$ cat config.mk
export PLATFORM = sky130hd
export DESIGN_NAME = fb_status_map
export DESIGN_NICKNAME = d
export VERILOG_FILES = /design/src/rtl/fb_status_pkg.sv /design/src/rtl/fb_status_map.sv
export SDC_FILE = /design/constraint.sdc
export NUM_CORES = 2
export LEC_CHECK = 0
export ABC_AREA = 1
export BUFFER_PORTS_ARGS = -buffer_cell sky130_fd_sc_hd__buf_4
export CAP_MARGIN = 0
export CELL_PAD_IN_SITES_DETAIL_PLACEMENT = 0
export CELL_PAD_IN_SITES_GLOBAL_PLACEMENT = 1
export CORE_ASPECT_RATIO = 1.5
export CORE_MARGIN = 8
export CORE_UTILIZATION = 42
export CTS_CLUSTER_DIAMETER = 100
export DETAILED_ROUTE_END_ITERATION = 8
export HOLD_SLACK_MARGIN = 0.15
export PLACE_DENSITY_LB_ADDON = 0.1
export SLEW_MARGIN = 20
export SYNTH_ARGS = -nofsm -noshare
export SYNTH_HDL_FRONTEND = slang
export SYNTH_SLANG_ARGS = --single-unit
$ cat constraint.sdc
create_clock -name clk_sys -period 13.13 [get_ports clk_sys]
set_input_delay 2.626 -clock clk_sys [delete_from_list [all_inputs] [get_ports clk_sys]]
set_output_delay 2.626 -clock clk_sys [all_outputs]
set_load 0.1 [all_outputs]
$ cat src/rtl/fb_status_pkg.sv
`default_nettype none

package fb_status_pkg;

  // APB byte addresses
  localparam logic [7:0] ADDR_CTRL      = 8'h00;
  localparam logic [7:0] ADDR_STATUS    = 8'h04;
  localparam logic [7:0] ADDR_SIG       = 8'h08;
  localparam logic [7:0] ADDR_COUNT     = 8'h0c;
  localparam logic [7:0] ADDR_SIG_STAGE = 8'h10;
  localparam logic [7:0] ADDR_COMMIT    = 8'h14;
  localparam logic [7:0] ADDR_IRQ_STS   = 8'h18;
  localparam logic [7:0] ADDR_IRQ_MASK  = 8'h1c;
  localparam logic [3:0] PAGE_CFG       = 4'h2;
  localparam logic [3:0] PAGE_PRESENT   = 4'h3;
  localparam logic [3:0] PAGE_EXCH      = 4'h4;
  localparam logic [3:0] PAGE_ALARM     = 4'h5;
  localparam logic [3:0] PAGE_DIAG      = 4'h6;

  // Map geometry
  localparam int          STATIONS  = 127;
  localparam int          MAP_WORDS = 4;
  localparam int          SIG_W     = 16;
  localparam int          COUNT_W   = 8;

  // Reset values
  localparam logic [4:0]  CTRL_RST  = 5'h00;
  localparam logic [15:0] SIG_RST   = 16'h0000;
  localparam logic [3:0]  IRQ_RST   = 4'h0;

  // Interrupt status bit positions
  localparam int IRQ_CONFLICT = 0;
  localparam int IRQ_ALARM    = 1;
  localparam int IRQ_DIAG     = 2;
  localparam int IRQ_LOST     = 3;

  // Back-off time after an address conflict
  localparam int BACKOFF_MS      = 5000;
  localparam int CLK_KHZ         = 50000;
  localparam int BACKOFF_CYC_DEF = BACKOFF_MS * CLK_KHZ;
  localparam int BACKOFF_W       = 28;

  typedef enum logic [1:0] {
    NET_OFFLINE,
    NET_STOPPED,
    NET_CLEAR,
    NET_OPERATE
  } net_state_t;

  typedef struct packed {
    logic       redundancy_role_flag;
    logic       redundancy_enable_flag;
    logic       slave_emulation_flag;
    net_state_t cmd;
  } ctrl_t;

  typedef struct packed {
    logic address_conflict_flag;
    logic redundancy_role_flag;
    logic redundancy_enable_flag;
    logic host_run_flag;
    logic slave_emulation_flag;
    logic net_state_operate_flag;
    logic net_state_clear_flag;
    logic net_state_stopped_flag;
    logic net_state_offline_flag;
  } stat_t;

endpackage : fb_status_pkg

`default_nettype wire

$ cat src/rtl/fb_status_map.sv
`timescale 1ns/100ps
`default_nettype none

module fb_status_map
  import fb_status_pkg::*;
#(
  parameter int BACKOFF_CYC = BACKOFF_CYC_DEF
) (
  // Clock and reset
  input  wire logic                  clk_sys,
  input  wire logic                  srst,
  // APB slave
  input  wire logic                  psel,
  input  wire logic                  penable,
  input  wire logic                  pwrite,
  input  wire logic [7:0]            paddr,
  input  wire logic [31:0]           pwdata,
  output var  logic [31:0]           prdata,
  output var  logic                  pready,
  output var  logic                  pslverr,
  // Fieldbus engine side
  input  wire logic [STATIONS-1:0]   stn_live,
  input  wire logic [STATIONS-1:0]   stn_cyclic,
  input  wire logic [STATIONS-1:0]   stn_alarm_set,
  input  wire logic [STATIONS-1:0]   stn_diag_set,
  input  wire logic                  conflict_det,
  input  wire logic                  host_run,
  // Engine permissions and interrupt
  output var  logic                  bus_talk_en,
  output var  logic                  data_xchg_en,
  output var  logic                  outputs_en,
  output var  logic                  irq
);

  function automatic logic [31:0] map_word(input logic [STATIONS-1:0] m, input logic [1:0] idx);
    logic [127:0] wide;
    wide = {1'b0, m};
    return wide[idx*32 +: 32];
  endfunction : map_word

  function automatic logic [COUNT_W-1:0] popcount(input logic [STATIONS-1:0] m);
    logic [COUNT_W-1:0] n;
    n = '0;
    for (int i = 0; i < STATIONS; i++) begin
      n = n + COUNT_W'(m[i]);
    end
    return n;
  endfunction : popcount

  ctrl_t                  ctrl_r;
  stat_t                  stat_r;
  logic [SIG_W-1:0]       sig_r;
  logic [SIG_W-1:0]       sig_stage_r;
  logic [COUNT_W-1:0]     count_r;
  logic [3:0]             irq_sts_r;
  logic [3:0]             irq_mask_r;
  logic [STATIONS-1:0]    cfg_stage_r;
  logic [STATIONS-1:0]    cfg_r;
  logic [STATIONS-1:0]    present_r;
  logic [STATIONS-1:0]    exch_r;
  logic [STATIONS-1:0]    alarm_r;
  logic [STATIONS-1:0]    diag_r;
  logic [BACKOFF_W-1:0]   backoff_r;
  logic [STATIONS-1:0]    present_nxt;
  logic [STATIONS-1:0]    exch_nxt;
  logic [STATIONS-1:0]    alarm_clr;
  logic [STATIONS-1:0]    diag_clr;
  logic [STATIONS-1:0]    cfg_wmask;
  logic [127:0]           wdata_wide;
  logic [3:0]             irq_ev;
  logic                   wr_acc;
  logic                   talk_nxt;
  logic                   xchg_nxt;
  logic [3:0]             page;
  logic [1:0]             widx;

  // Writes take effect only on the edge that completes the access
  assign wr_acc     = psel && penable && pready && pwrite;
  assign page       = paddr[7:4];
  assign widx       = paddr[3:2];
  assign wdata_wide = {96'h0, pwdata} << (widx * 32);

  always_comb begin
    alarm_clr = '0;
    diag_clr  = '0;
    cfg_wmask = '0;
    if (wr_acc && page == PAGE_ALARM) begin
      alarm_clr = wdata_wide[STATIONS-1:0];
    end
    if (wr_acc && page == PAGE_DIAG) begin
      diag_clr = wdata_wide[STATIONS-1:0];
    end
    if (wr_acc && page == PAGE_CFG) begin
      cfg_wmask = {{(STATIONS-32){1'b0}}, 32'hffff_ffff} << (widx * 32);
    end
  end

  // APB: pready comes in the second access cycle, read data with it
  always_ff @(posedge clk_sys) begin
    if (srst) begin
      pready  <= 1'b0;
      pslverr <= 1'b0;
      prdata  <= 32'h0;
    end else begin
      pready  <= psel && penable && !pready;
      pslverr <= 1'b0;
      prdata  <= 32'h0;
      if (psel && penable && !pready) begin
        case (page)
          PAGE_CFG:     prdata <= map_word(cfg_stage_r, widx);
          PAGE_PRESENT: prdata <= map_word(present_r, widx);
          PAGE_EXCH:    prdata <= map_word(exch_r, widx);
          PAGE_ALARM:   prdata <= map_word(alarm_r, widx);
          PAGE_DIAG:    prdata <= map_word(diag_r, widx);
          4'h0, 4'h1: begin
            case (paddr)
              ADDR_CTRL:      prdata <= {27'h0, ctrl_r};
              ADDR_STATUS:    prdata <= {23'h0, stat_r};
              ADDR_SIG:       prdata <= {16'h0, sig_r};
              ADDR_COUNT:     prdata <= {24'h0, count_r};
              ADDR_SIG_STAGE: prdata <= {16'h0, sig_stage_r};
              ADDR_COMMIT:    prdata <= 32'h0;
              ADDR_IRQ_STS:   prdata <= {28'h0, irq_sts_r};
              ADDR_IRQ_MASK:  prdata <= {28'h0, irq_mask_r};
              default:        pslverr <= 1'b1;
            endcase
          end
          default: pslverr <= 1'b1;
        endcase
      end
    end
  end

  // Control and configuration registers
  always_ff @(posedge clk_sys) begin
    if (srst) begin
      ctrl_r      <= ctrl_t'(CTRL_RST);
      sig_stage_r <= SIG_RST;
      irq_mask_r  <= IRQ_RST;
    end else if (wr_acc) begin
      case (paddr)
        ADDR_CTRL:      ctrl_r      <= ctrl_t'(pwdata[4:0]);
        ADDR_SIG_STAGE: sig_stage_r <= pwdata[SIG_W-1:0];
        ADDR_IRQ_MASK:  irq_mask_r  <= pwdata[3:0];
        default: ;
      endcase
    end
  end

  // Staged station set and signature go live together on commit
  always_ff @(posedge clk_sys) begin
    if (srst) begin
      cfg_stage_r <= '0;
      cfg_r       <= '0;
      sig_r       <= SIG_RST;
    end else begin
      cfg_stage_r <= (cfg_stage_r & ~cfg_wmask) | (wdata_wide[STATIONS-1:0] & cfg_wmask);
      if (wr_acc && paddr == ADDR_COMMIT && pwdata[0]) begin
        cfg_r <= cfg_stage_r;
        sig_r <= sig_stage_r;
      end
    end
  end

  // Back-off reloads on every detection, so a persisting conflict keeps it silent
  always_ff @(posedge clk_sys) begin
    if (srst) begin
      backoff_r <= '0;
    end else if (conflict_det) begin
      backoff_r <= BACKOFF_W'(BACKOFF_CYC);
    end else if (backoff_r != '0) begin
      backoff_r <= backoff_r - 1'b1;
    end
  end

  assign talk_nxt    = ctrl_r.cmd != NET_OFFLINE && !conflict_det && backoff_r <= 1;
  assign xchg_nxt    = talk_nxt && (ctrl_r.cmd == NET_CLEAR || ctrl_r.cmd == NET_OPERATE);
  assign present_nxt = stn_live & cfg_r;
  assign exch_nxt    = xchg_nxt ? (present_nxt & stn_cyclic) : '0;

  always_ff @(posedge clk_sys) begin
    if (srst) begin
      bus_talk_en  <= 1'b0;
      data_xchg_en <= 1'b0;
      outputs_en   <= 1'b0;
    end else begin
      bus_talk_en  <= talk_nxt;
      data_xchg_en <= xchg_nxt;
      outputs_en   <= talk_nxt && ctrl_r.cmd == NET_OPERATE;
    end
  end

  // Station maps; a raise in the cycle of its unload wins
  always_ff @(posedge clk_sys) begin
    if (srst) begin
      present_r <= '0;
      exch_r    <= '0;
      alarm_r   <= '0;
      diag_r    <= '0;
      count_r   <= '0;
    end else begin
      present_r <= present_nxt;
      exch_r    <= exch_nxt;
      alarm_r   <= ((alarm_r & ~alarm_clr) | stn_alarm_set) & present_nxt;
      diag_r    <= ((diag_r & ~diag_clr) | stn_diag_set) & present_nxt;
      count_r   <= popcount(exch_nxt);
    end
  end

  // State is decoded one-hot from the command, so one flag is always set
  always_ff @(posedge clk_sys) begin
    if (srst) begin
      stat_r <= '0;
      stat_r.net_state_offline_flag <= 1'b1;
    end else begin
      stat_r.net_state_offline_flag <= ctrl_r.cmd == NET_OFFLINE;
      stat_r.net_state_stopped_flag <= ctrl_r.cmd == NET_STOPPED;
      stat_r.net_state_clear_flag   <= ctrl_r.cmd == NET_CLEAR;
      stat_r.net_state_operate_flag <= ctrl_r.cmd == NET_OPERATE;
      stat_r.slave_emulation_flag   <= ctrl_r.slave_emulation_flag;
      stat_r.host_run_flag          <= host_run;
      stat_r.redundancy_enable_flag <= ctrl_r.redundancy_enable_flag;
      stat_r.redundancy_role_flag   <= ctrl_r.redundancy_role_flag;
      stat_r.address_conflict_flag  <= conflict_det || backoff_r > 1;
    end
  end

  always_comb begin
    irq_ev               = '0;
    irq_ev[IRQ_CONFLICT] = conflict_det;
    irq_ev[IRQ_ALARM]    = |(stn_alarm_set & present_nxt);
    irq_ev[IRQ_DIAG]     = |(stn_diag_set & present_nxt);
    irq_ev[IRQ_LOST]     = |(present_r & ~present_nxt);
  end

  always_ff @(posedge clk_sys) begin
    if (srst) begin
      irq_sts_r <= IRQ_RST;
      irq       <= 1'b0;
    end else begin
      if (wr_acc && paddr == ADDR_IRQ_STS) begin
        irq_sts_r <= (irq_sts_r & ~pwdata[3:0]) | irq_ev;
      end else begin
        irq_sts_r <= irq_sts_r | irq_ev;
      end
      irq <= |(irq_sts_r & irq_mask_r);
    end
  end

  a_state_onehot: assert property (@(posedge clk_sys) disable iff (srst)
    $onehot(stat_r[3:0]))
    else $error("state flags not one-hot");

  a_offline_silent: assert property (@(posedge clk_sys) disable iff (srst)
    (ctrl_r.cmd == NET_OFFLINE) |=> !bus_talk_en && stat_r.net_state_offline_flag)
    else $error("talking while offline");

  a_stopped_noxchg: assert property (@(posedge clk_sys) disable iff (srst)
    (ctrl_r.cmd == NET_STOPPED) |=> exch_r == '0 && !data_xchg_en)
    else $error("exchange while stopped");

  a_clear_nooutput: assert property (@(posedge clk_sys) disable iff (srst)
    stat_r.net_state_clear_flag && $stable(ctrl_r) |-> !outputs_en)
    else $error("outputs sent in clear");

  a_operate_flag: assert property (@(posedge clk_sys) disable iff (srst)
    outputs_en |-> stat_r.net_state_operate_flag)
    else $error("outputs without operate flag");

  a_host_run: assert property (@(posedge clk_sys) disable iff (srst)
    ##1 stat_r.host_run_flag == $past(host_run))
    else $error("host run flag mismatch");

  a_backoff_hold: assert property (@(posedge clk_sys) disable iff (srst)
    conflict_det |=> (stat_r.address_conflict_flag && !bus_talk_en) [*8])
    else $error("back-off ended early");

  a_exch_subset: assert property (@(posedge clk_sys) disable iff (srst)
    (exch_r & ~present_r) == '0 && (alarm_r & ~present_r) == '0)
    else $error("map bit on absent station");

  a_count_match: assert property (@(posedge clk_sys) disable iff (srst)
    count_r == popcount(exch_r))
    else $error("count mismatch");

  a_apb_answer: assert property (@(posedge clk_sys) disable iff (srst)
    psel && penable && !pready |=> pready)
    else $error("apb answer late");

  // Mirrors and raises are checked against the sources one edge back
  a_slave_flag: assert property (@(posedge clk_sys) disable iff (srst)
    !srst |=> stat_r.slave_emulation_flag == $past(ctrl_r.slave_emulation_flag))
    else $error("slave emulation flag mismatch");

  a_redund_flags: assert property (@(posedge clk_sys) disable iff (srst)
    !srst |=> stat_r.redundancy_enable_flag == $past(ctrl_r.redundancy_enable_flag)
      && stat_r.redundancy_role_flag == $past(ctrl_r.redundancy_role_flag))
    else $error("redundancy flags mismatch");

  a_present_map: assert property (@(posedge clk_sys) disable iff (srst)
    !srst |=> present_r == $past(stn_live & cfg_r))
    else $error("present map mismatch");

  a_alarm_raise: assert property (@(posedge clk_sys) disable iff (srst)
    !srst |=> ($past(stn_alarm_set & stn_live & cfg_r) & ~alarm_r) == '0)
    else $error("alarm raise lost");

  a_diag_raise: assert property (@(posedge clk_sys) disable iff (srst)
    !srst |=> ($past(stn_diag_set & stn_live & cfg_r) & ~diag_r) == '0)
    else $error("diagnostics raise lost");

  a_sig_commit: assert property (@(posedge clk_sys) disable iff (srst)
    wr_acc && paddr == ADDR_COMMIT && pwdata[0] |=> sig_r == $past(sig_stage_r))
    else $error("signature not committed");

  a_conflict_irq: assert property (@(posedge clk_sys) disable iff (srst)
    conflict_det |=> irq_sts_r[IRQ_CONFLICT])
    else $error("conflict event not latched");

  c_conflict: cover property (@(posedge clk_sys) disable iff (srst) $rose(stat_r.address_conflict_flag));
  c_operate_xchg: cover property (@(posedge clk_sys) disable iff (srst) outputs_en && count_r != '0);
  c_irq: cover property (@(posedge clk_sys) disable iff (srst) $rose(irq));
  c_unmapped: cover property (@(posedge clk_sys) disable iff (srst) pready && pslverr);
  c_station_lost: cover property (@(posedge clk_sys) disable iff (srst) $rose(irq_sts_r[IRQ_LOST]));

endmodule : fb_status_map

`default_nettype wire

### Word level (Yosys, flattened, before mapping)

Cells that the tools add are included.

* add/subtract/negate cells: 127
* order comparisons: 2
* eq/ne operators: 16
* shift operators: 7
* muxes and demuxes: 11
* bitwise operators: 24
* reduce and logical (&&, ||, !) cells: 36

Operators with widths (number)
* 127-bit AND: 11
* 8-bit by 1-bit adder with 8-bit output: 119
* 128-bit by 8-bit indexed part select with 32-bit output: 5
* 127-bit two-way mux: 4
* 127-bit inverter: 4
* 127-bit OR: 3
* 127-bit OR reduction: 3
* 32-bit one-hot mux with 6 select lines: 1
* 32-bit by 7-bit left shift with 127-bit output: 1
* 32-bit by 7-bit left shift with 127-bit output (first input constant): 1
* 16-bit one-hot mux with 7 select lines: 1
* 28-bit two-way mux: 2
* 8-bit by 5-bit == test with 1-bit output (second input constant): 4
* 28-bit by 1-bit greater-than comparator with 1-bit output (second input constant): 1
* 28-bit by 1-bit less-or-equal comparator with 1-bit output (second input constant): 1
* 28-bit nonzero test: 1
* 28-bit by 1-bit subtractor with 28-bit output (second input constant): 1
* 8-bit by 4-bit == test with 1-bit output (second input constant): 2
* 1-bit logical AND: 14
* 4-bit by 3-bit == test with 1-bit output (second input constant): 3
* 7-bit by 1-bit adder with 8-bit output: 1
* 4-bit AND: 2
* 4-bit by 2-bit == test with 1-bit output (second input constant): 2
* 8-bit by 3-bit == test with 1-bit output (second input constant): 1
* other kinds (26): 35

* bits in registers: 890
* bits of input ports: 555

### Logic depth before layout (Yosys ltp)

* depth after elaboration: 131
* mapped depth: 35
* depth with buffers taken out: 33

### Least setup slack after synthesis

No wires, ideal clock.

* path type: input port to flip-flop
* from: in conflict_det
* to: reg count_r[6]
* setup time: 70 ps
* arrival time: 9980 ps
* data required time: 13060 ps
* path slack: 3080 ps
* stages on the path: 30
* buffers on the path: 2
* cells stage by stage: nor3_4 nand3_4 inv_2 buf_2 buf_2 nand3_1 fa_1 inv_1 fa_1 fa_1 inv_1 fa_1 inv_1 fa_1 inv_1 fa_1 fa_1 fa_1 fa_1 fa_1 inv_1 fa_1 fa_1 nand3_1 nand3_1 nand2_1 nand2_1 a21oi_1 o21ai_0 a21oi_1

* longest elaborated chain between the ends: 131

RTL lines
* from (decl): RTL line fb_status_map.sv:26 `input wire logic conflict_det,`
* 1-bit logical NOT (*): RTL line fb_status_map.sv:176 `assign talk_nxt = ctrl_r.cmd != NET_OFFLINE && !conflict_det && backoff_r <= 1;`
* 1-bit logical AND (*) (2 in series): RTL line fb_status_map.sv:176
* 1-bit logical AND (*): RTL line fb_status_map.sv:177 `assign xchg_nxt = talk_nxt && (ctrl_r.cmd == NET_CLEAR || ctrl_r.cmd == NET_OPERATE);`
* 127-bit two-way mux (*): RTL line fb_status_map.sv:179 `assign exch_nxt = xchg_nxt ? (present_nxt & stn_cyclic) : '0;`
* 1-bit by 1-bit adder with 2-bit output: RTL line fb_status_map.sv:45 `n = n + COUNT_W'(m[i]);`
* 2-bit by 1-bit adder with 3-bit output: RTL line fb_status_map.sv:45
* 3-bit by 1-bit adder with 4-bit output: RTL line fb_status_map.sv:45
* 4-bit by 1-bit adder with 5-bit output: RTL line fb_status_map.sv:45
* 5-bit by 1-bit adder with 6-bit output: RTL line fb_status_map.sv:45
* 6-bit by 1-bit adder with 7-bit output: RTL line fb_status_map.sv:45
* 7-bit by 1-bit adder with 8-bit output: RTL line fb_status_map.sv:45
* 8-bit by 1-bit adder with 8-bit output (118 in series): RTL line fb_status_map.sv:45
* 8-bit by 1-bit adder with 8-bit output (*): RTL line fb_status_map.sv:45
* to (signal assigned): RTL line fb_status_map.sv:206 `count_r <= popcount(exch_nxt);`
* to (decl): RTL line fb_status_map.sv:54 `logic [COUNT_W-1:0] count_r;`

Every way passes the cells marked *; elsewhere a longest branch is shown, timed or not.
A chain may end at the register's enable or synchronous reset.

### Worst setup path after layout

Ends and elaborated chain as after synthesis.

==> impl_metrics.tcl <==
set metrics [dict create \
    fill_cells 10354 \
    post_cts_buffers 0 \
    std_cell_rows 142 \
    cp.buffers_inverters 8 \
    track_usage 0.386 \
    post-route-drc-count 0 \
    synth-seq-cells 890 \
    clkSlewWorstSetupHoldPaths_ps 70 \
    grt_pass1_vias 42950 \
    root_buffer "clkbuf_16" \
    reg2reg_depth 34 \
    met3_length_um 20000 \
    crit_family "adder cells" \
    period_share 0.800 \
    drtIter0Drc 4920 \
    yosysSeqAreaShare 0.420 \
    postSynthCellCount 6057 \
    wirelength_met1_um 82700 \
    initial_core_util 0.424 \
    dieArea_um2 112000 \
    die_width_um 275 \
    crit_cells 30 \
    stdcell_count 7843 \
    yosysUniqueCellTypes 43 \
    fin_skew_ps 26.8 \
    num_io_pins 593 \
    met2_wirelength_um 99300 \
    finalCriticalPeriod_ps 10510 \
    grt_start_max_net_pins 183 \
    netlist_area_um2 42400 \
    wl_um 223000 \
    place_inst 7660 \
    vdd_ir_drop_max_mv 0.0868 \
    hold_start "ctrl_r[4]" \
    slew_headroom 0.121 \
    synth_edf_count 0 \
    core_um2 100000 \
    finalSetupViolCount 0 \
    synthFlopType "dfxtp_1" \
    dp_hpwl_um 166000 \
    ys_warn_count 0 \
    antenna_found_initial 26 \
    hold_viol 0 \
    syn-num-nets 6754 \
    synthArstFlopShare 0 \
    vias 45252 \
    cts_max_level 3 \
    gp_congestion 0.976 \
    grt_setup_unrepaired "no" \
    routedWlPerCell_um 28.5 \
    startpoint "conflict_det" \
    cp.required_ps 13760 \
    grt_pass1_wl_um 310000 \
    gr-total-overflow 0 \
    fmax_ghz 0.0951 \
    layout_commonest_cell "nand2_1" \
    cts_buffer_depth 3 \
    status "complete, no violations" \
    crit_type "in -> reg" \
    layout_common_cells "nand2_1 (1529), dfxtp_1 (890), buf_4 (637)" \
    slowest_delay_ps 550 \
    holdCritPathClass "reg -> reg" \
    clk_latency_ps 700 \
    cts.sinks 890 \
    viasPerCell 5.77 \
    setup_tns_ps 0 \
    routed.top_layer "met5" \
    cts_tree "done" \
    arrival_ps 11140 \
    fp.dieH_um 405 \
    final_util 0.506 \
    p_per_area_nw_per_um2 119 \
    cts_resized 0 \
    endpoint_kind "register" \
    postSynthAreaPerCell_um2 7.00 \
    dr.pass1.iters 9 \
    fin_nets 7154 \
    worstSetupStartpointType "input port" \
    crit-reg2reg-launch "backoff_r[0]" \
    cp_max_fo 31 \
    cpMaxStageDelayCell "fa_1" \
    p_leak_nw 21.7 \
    reg2reg_slack_ps 3580 \
    tightest_slew_ps 1320 \
    layout-drive-gt1-share 0.128 \
    io_buffers 592 \
    max-cap-violations 0 \
    cp-endpoint "count_r[6]" \
    holdBufCountCts 0 \
    maxSlewViolCount 0 \
    cpMostUsedCell "fa_1" \
    timing.rr.end "count_r[6]" \
    numCtsBuffers 91 \
    area_growth_pct 19.5 \
    detail-route-antenna-nets 0 \
]
==> per-layer routing <==
| layer | track usage | vias up |
|---|---|---|
| met4 | 0.313 | 18 |
| met2 | 0.603 | 2511 |
| met3 | 0.0691 | 595 |
| met1 | 0.463 | 21566 |
| li1 | - | 20562 |
| met5 | 0 | - |
==> through the flow <==
| step | setup slack, ps | cell area [um^2] | total power [mW] | hold slack, ps |
|---|---|---|---|---|
| final | 2620 | 50700 | 6.01 | 436 |
| after global routing | 2330 | 50600 | 6.15 | 446 |
| after CTS | 2680 | 50600 | 6.02 | 438 |
| after detailed placement | 1970 | 47500 | 3.27 | 433 |
| after global placement | 2070 | 47500 | 3.27 | 430 |
| after floorplan | 3080 | 42400 | 2.95 | 413 |
==> Yosys cell counts, types with 3 or more instances <==
cell type,instances,share of area
a21oi_1,619,0.073
a31o_2,4,0.00083
and3_1,3,0.00044
buf_1,28,0.0025
buf_2,62,0.0073
buf_4,11,0.0019
buf_6,11,0.0029
clkbuf_1,221,0.020
clkinv_1,5,0.00044
dfxtp_1,890,0.42
fa_1,114,0.054
ha_1,28,0.0083
inv_1,454,0.040
inv_2,15,0.0013
nand2_1,1531,0.14
nand3_1,607,0.072
nand3b_1,5,0.00089
nand4_1,93,0.014
nor2_1,627,0.056
nor2_2,10,0.0015
nor3_1,258,0.030
o211ai_1,3,0.00053
o21ai_0,298,0.035
o21ai_1,121,0.014
o22ai_1,10,0.0015
xnor2_1,3,0.00062
xor2_1,6,0.0012
==> area by class of cell <==
type | instances | area [um^2] | share of cell area
Multi-Input combinational cell | 4360 | 21400 | 0.423
Sequential cell | 890 | 17800 | 0.352
Timing Repair Buffer | 640 | 4840 | 0.0955
Clock buffer | 133 | 2700 | 0.0533
Inverter | 474 | 1800 | 0.0355
Tap cell | 1296 | 1620 | 0.0320
Clock inverter | 33 | 427 | 0.00842
Antenna cell | 17 | 42.5 | 0.000840
==> worst min path at each step <==
stage	end	slack [ps]	cells after the start
after CTS	stat_r[7]	440	2
after global routing	stat_r[7]	450	2
after floorplan	stat_r[4]	410	2
after global placement	stat_r[6]	430	2
after detailed placement	stat_r[6]	430	2
final	stat_r[7]	440	2
==> report_power, final <==
group	switching [mW]	internal (mW)	leakage, nW
registers	0.00779	2.71	7.17
logic	0.344	0.164	13.0
clock network	1.19	1.60	1.55
total	1.54	4.47	21.7
==> logic make-up (layout without fill, tap and decap cells) <==
group           after synthesis  count (layout)  share of synthesized area
buf+inv                     807            1280                     0.0762
fa+ha+maj                   142             142                     0.0621
flops                       890             890                      0.420
other cells                   0              17                          0
compound gates             1065            1065                      0.127
simple gates               3144            3144                      0.312
xor+xnor                      9               9                    0.00186
==> worst register-to-register path, delay by kind of cell (launching register included) <==
kind / cells / cell delay (ps)
AO/OA/AOI/OAI: 4 / 520
adder cells (fa/ha/maj): 13 / 6170
buffers and inverters: 8 / 1530
flip-flops: 1 / 380
AND/OR/NAND/NOR: 9 / 900
Power figures use the tool's default switching activity.
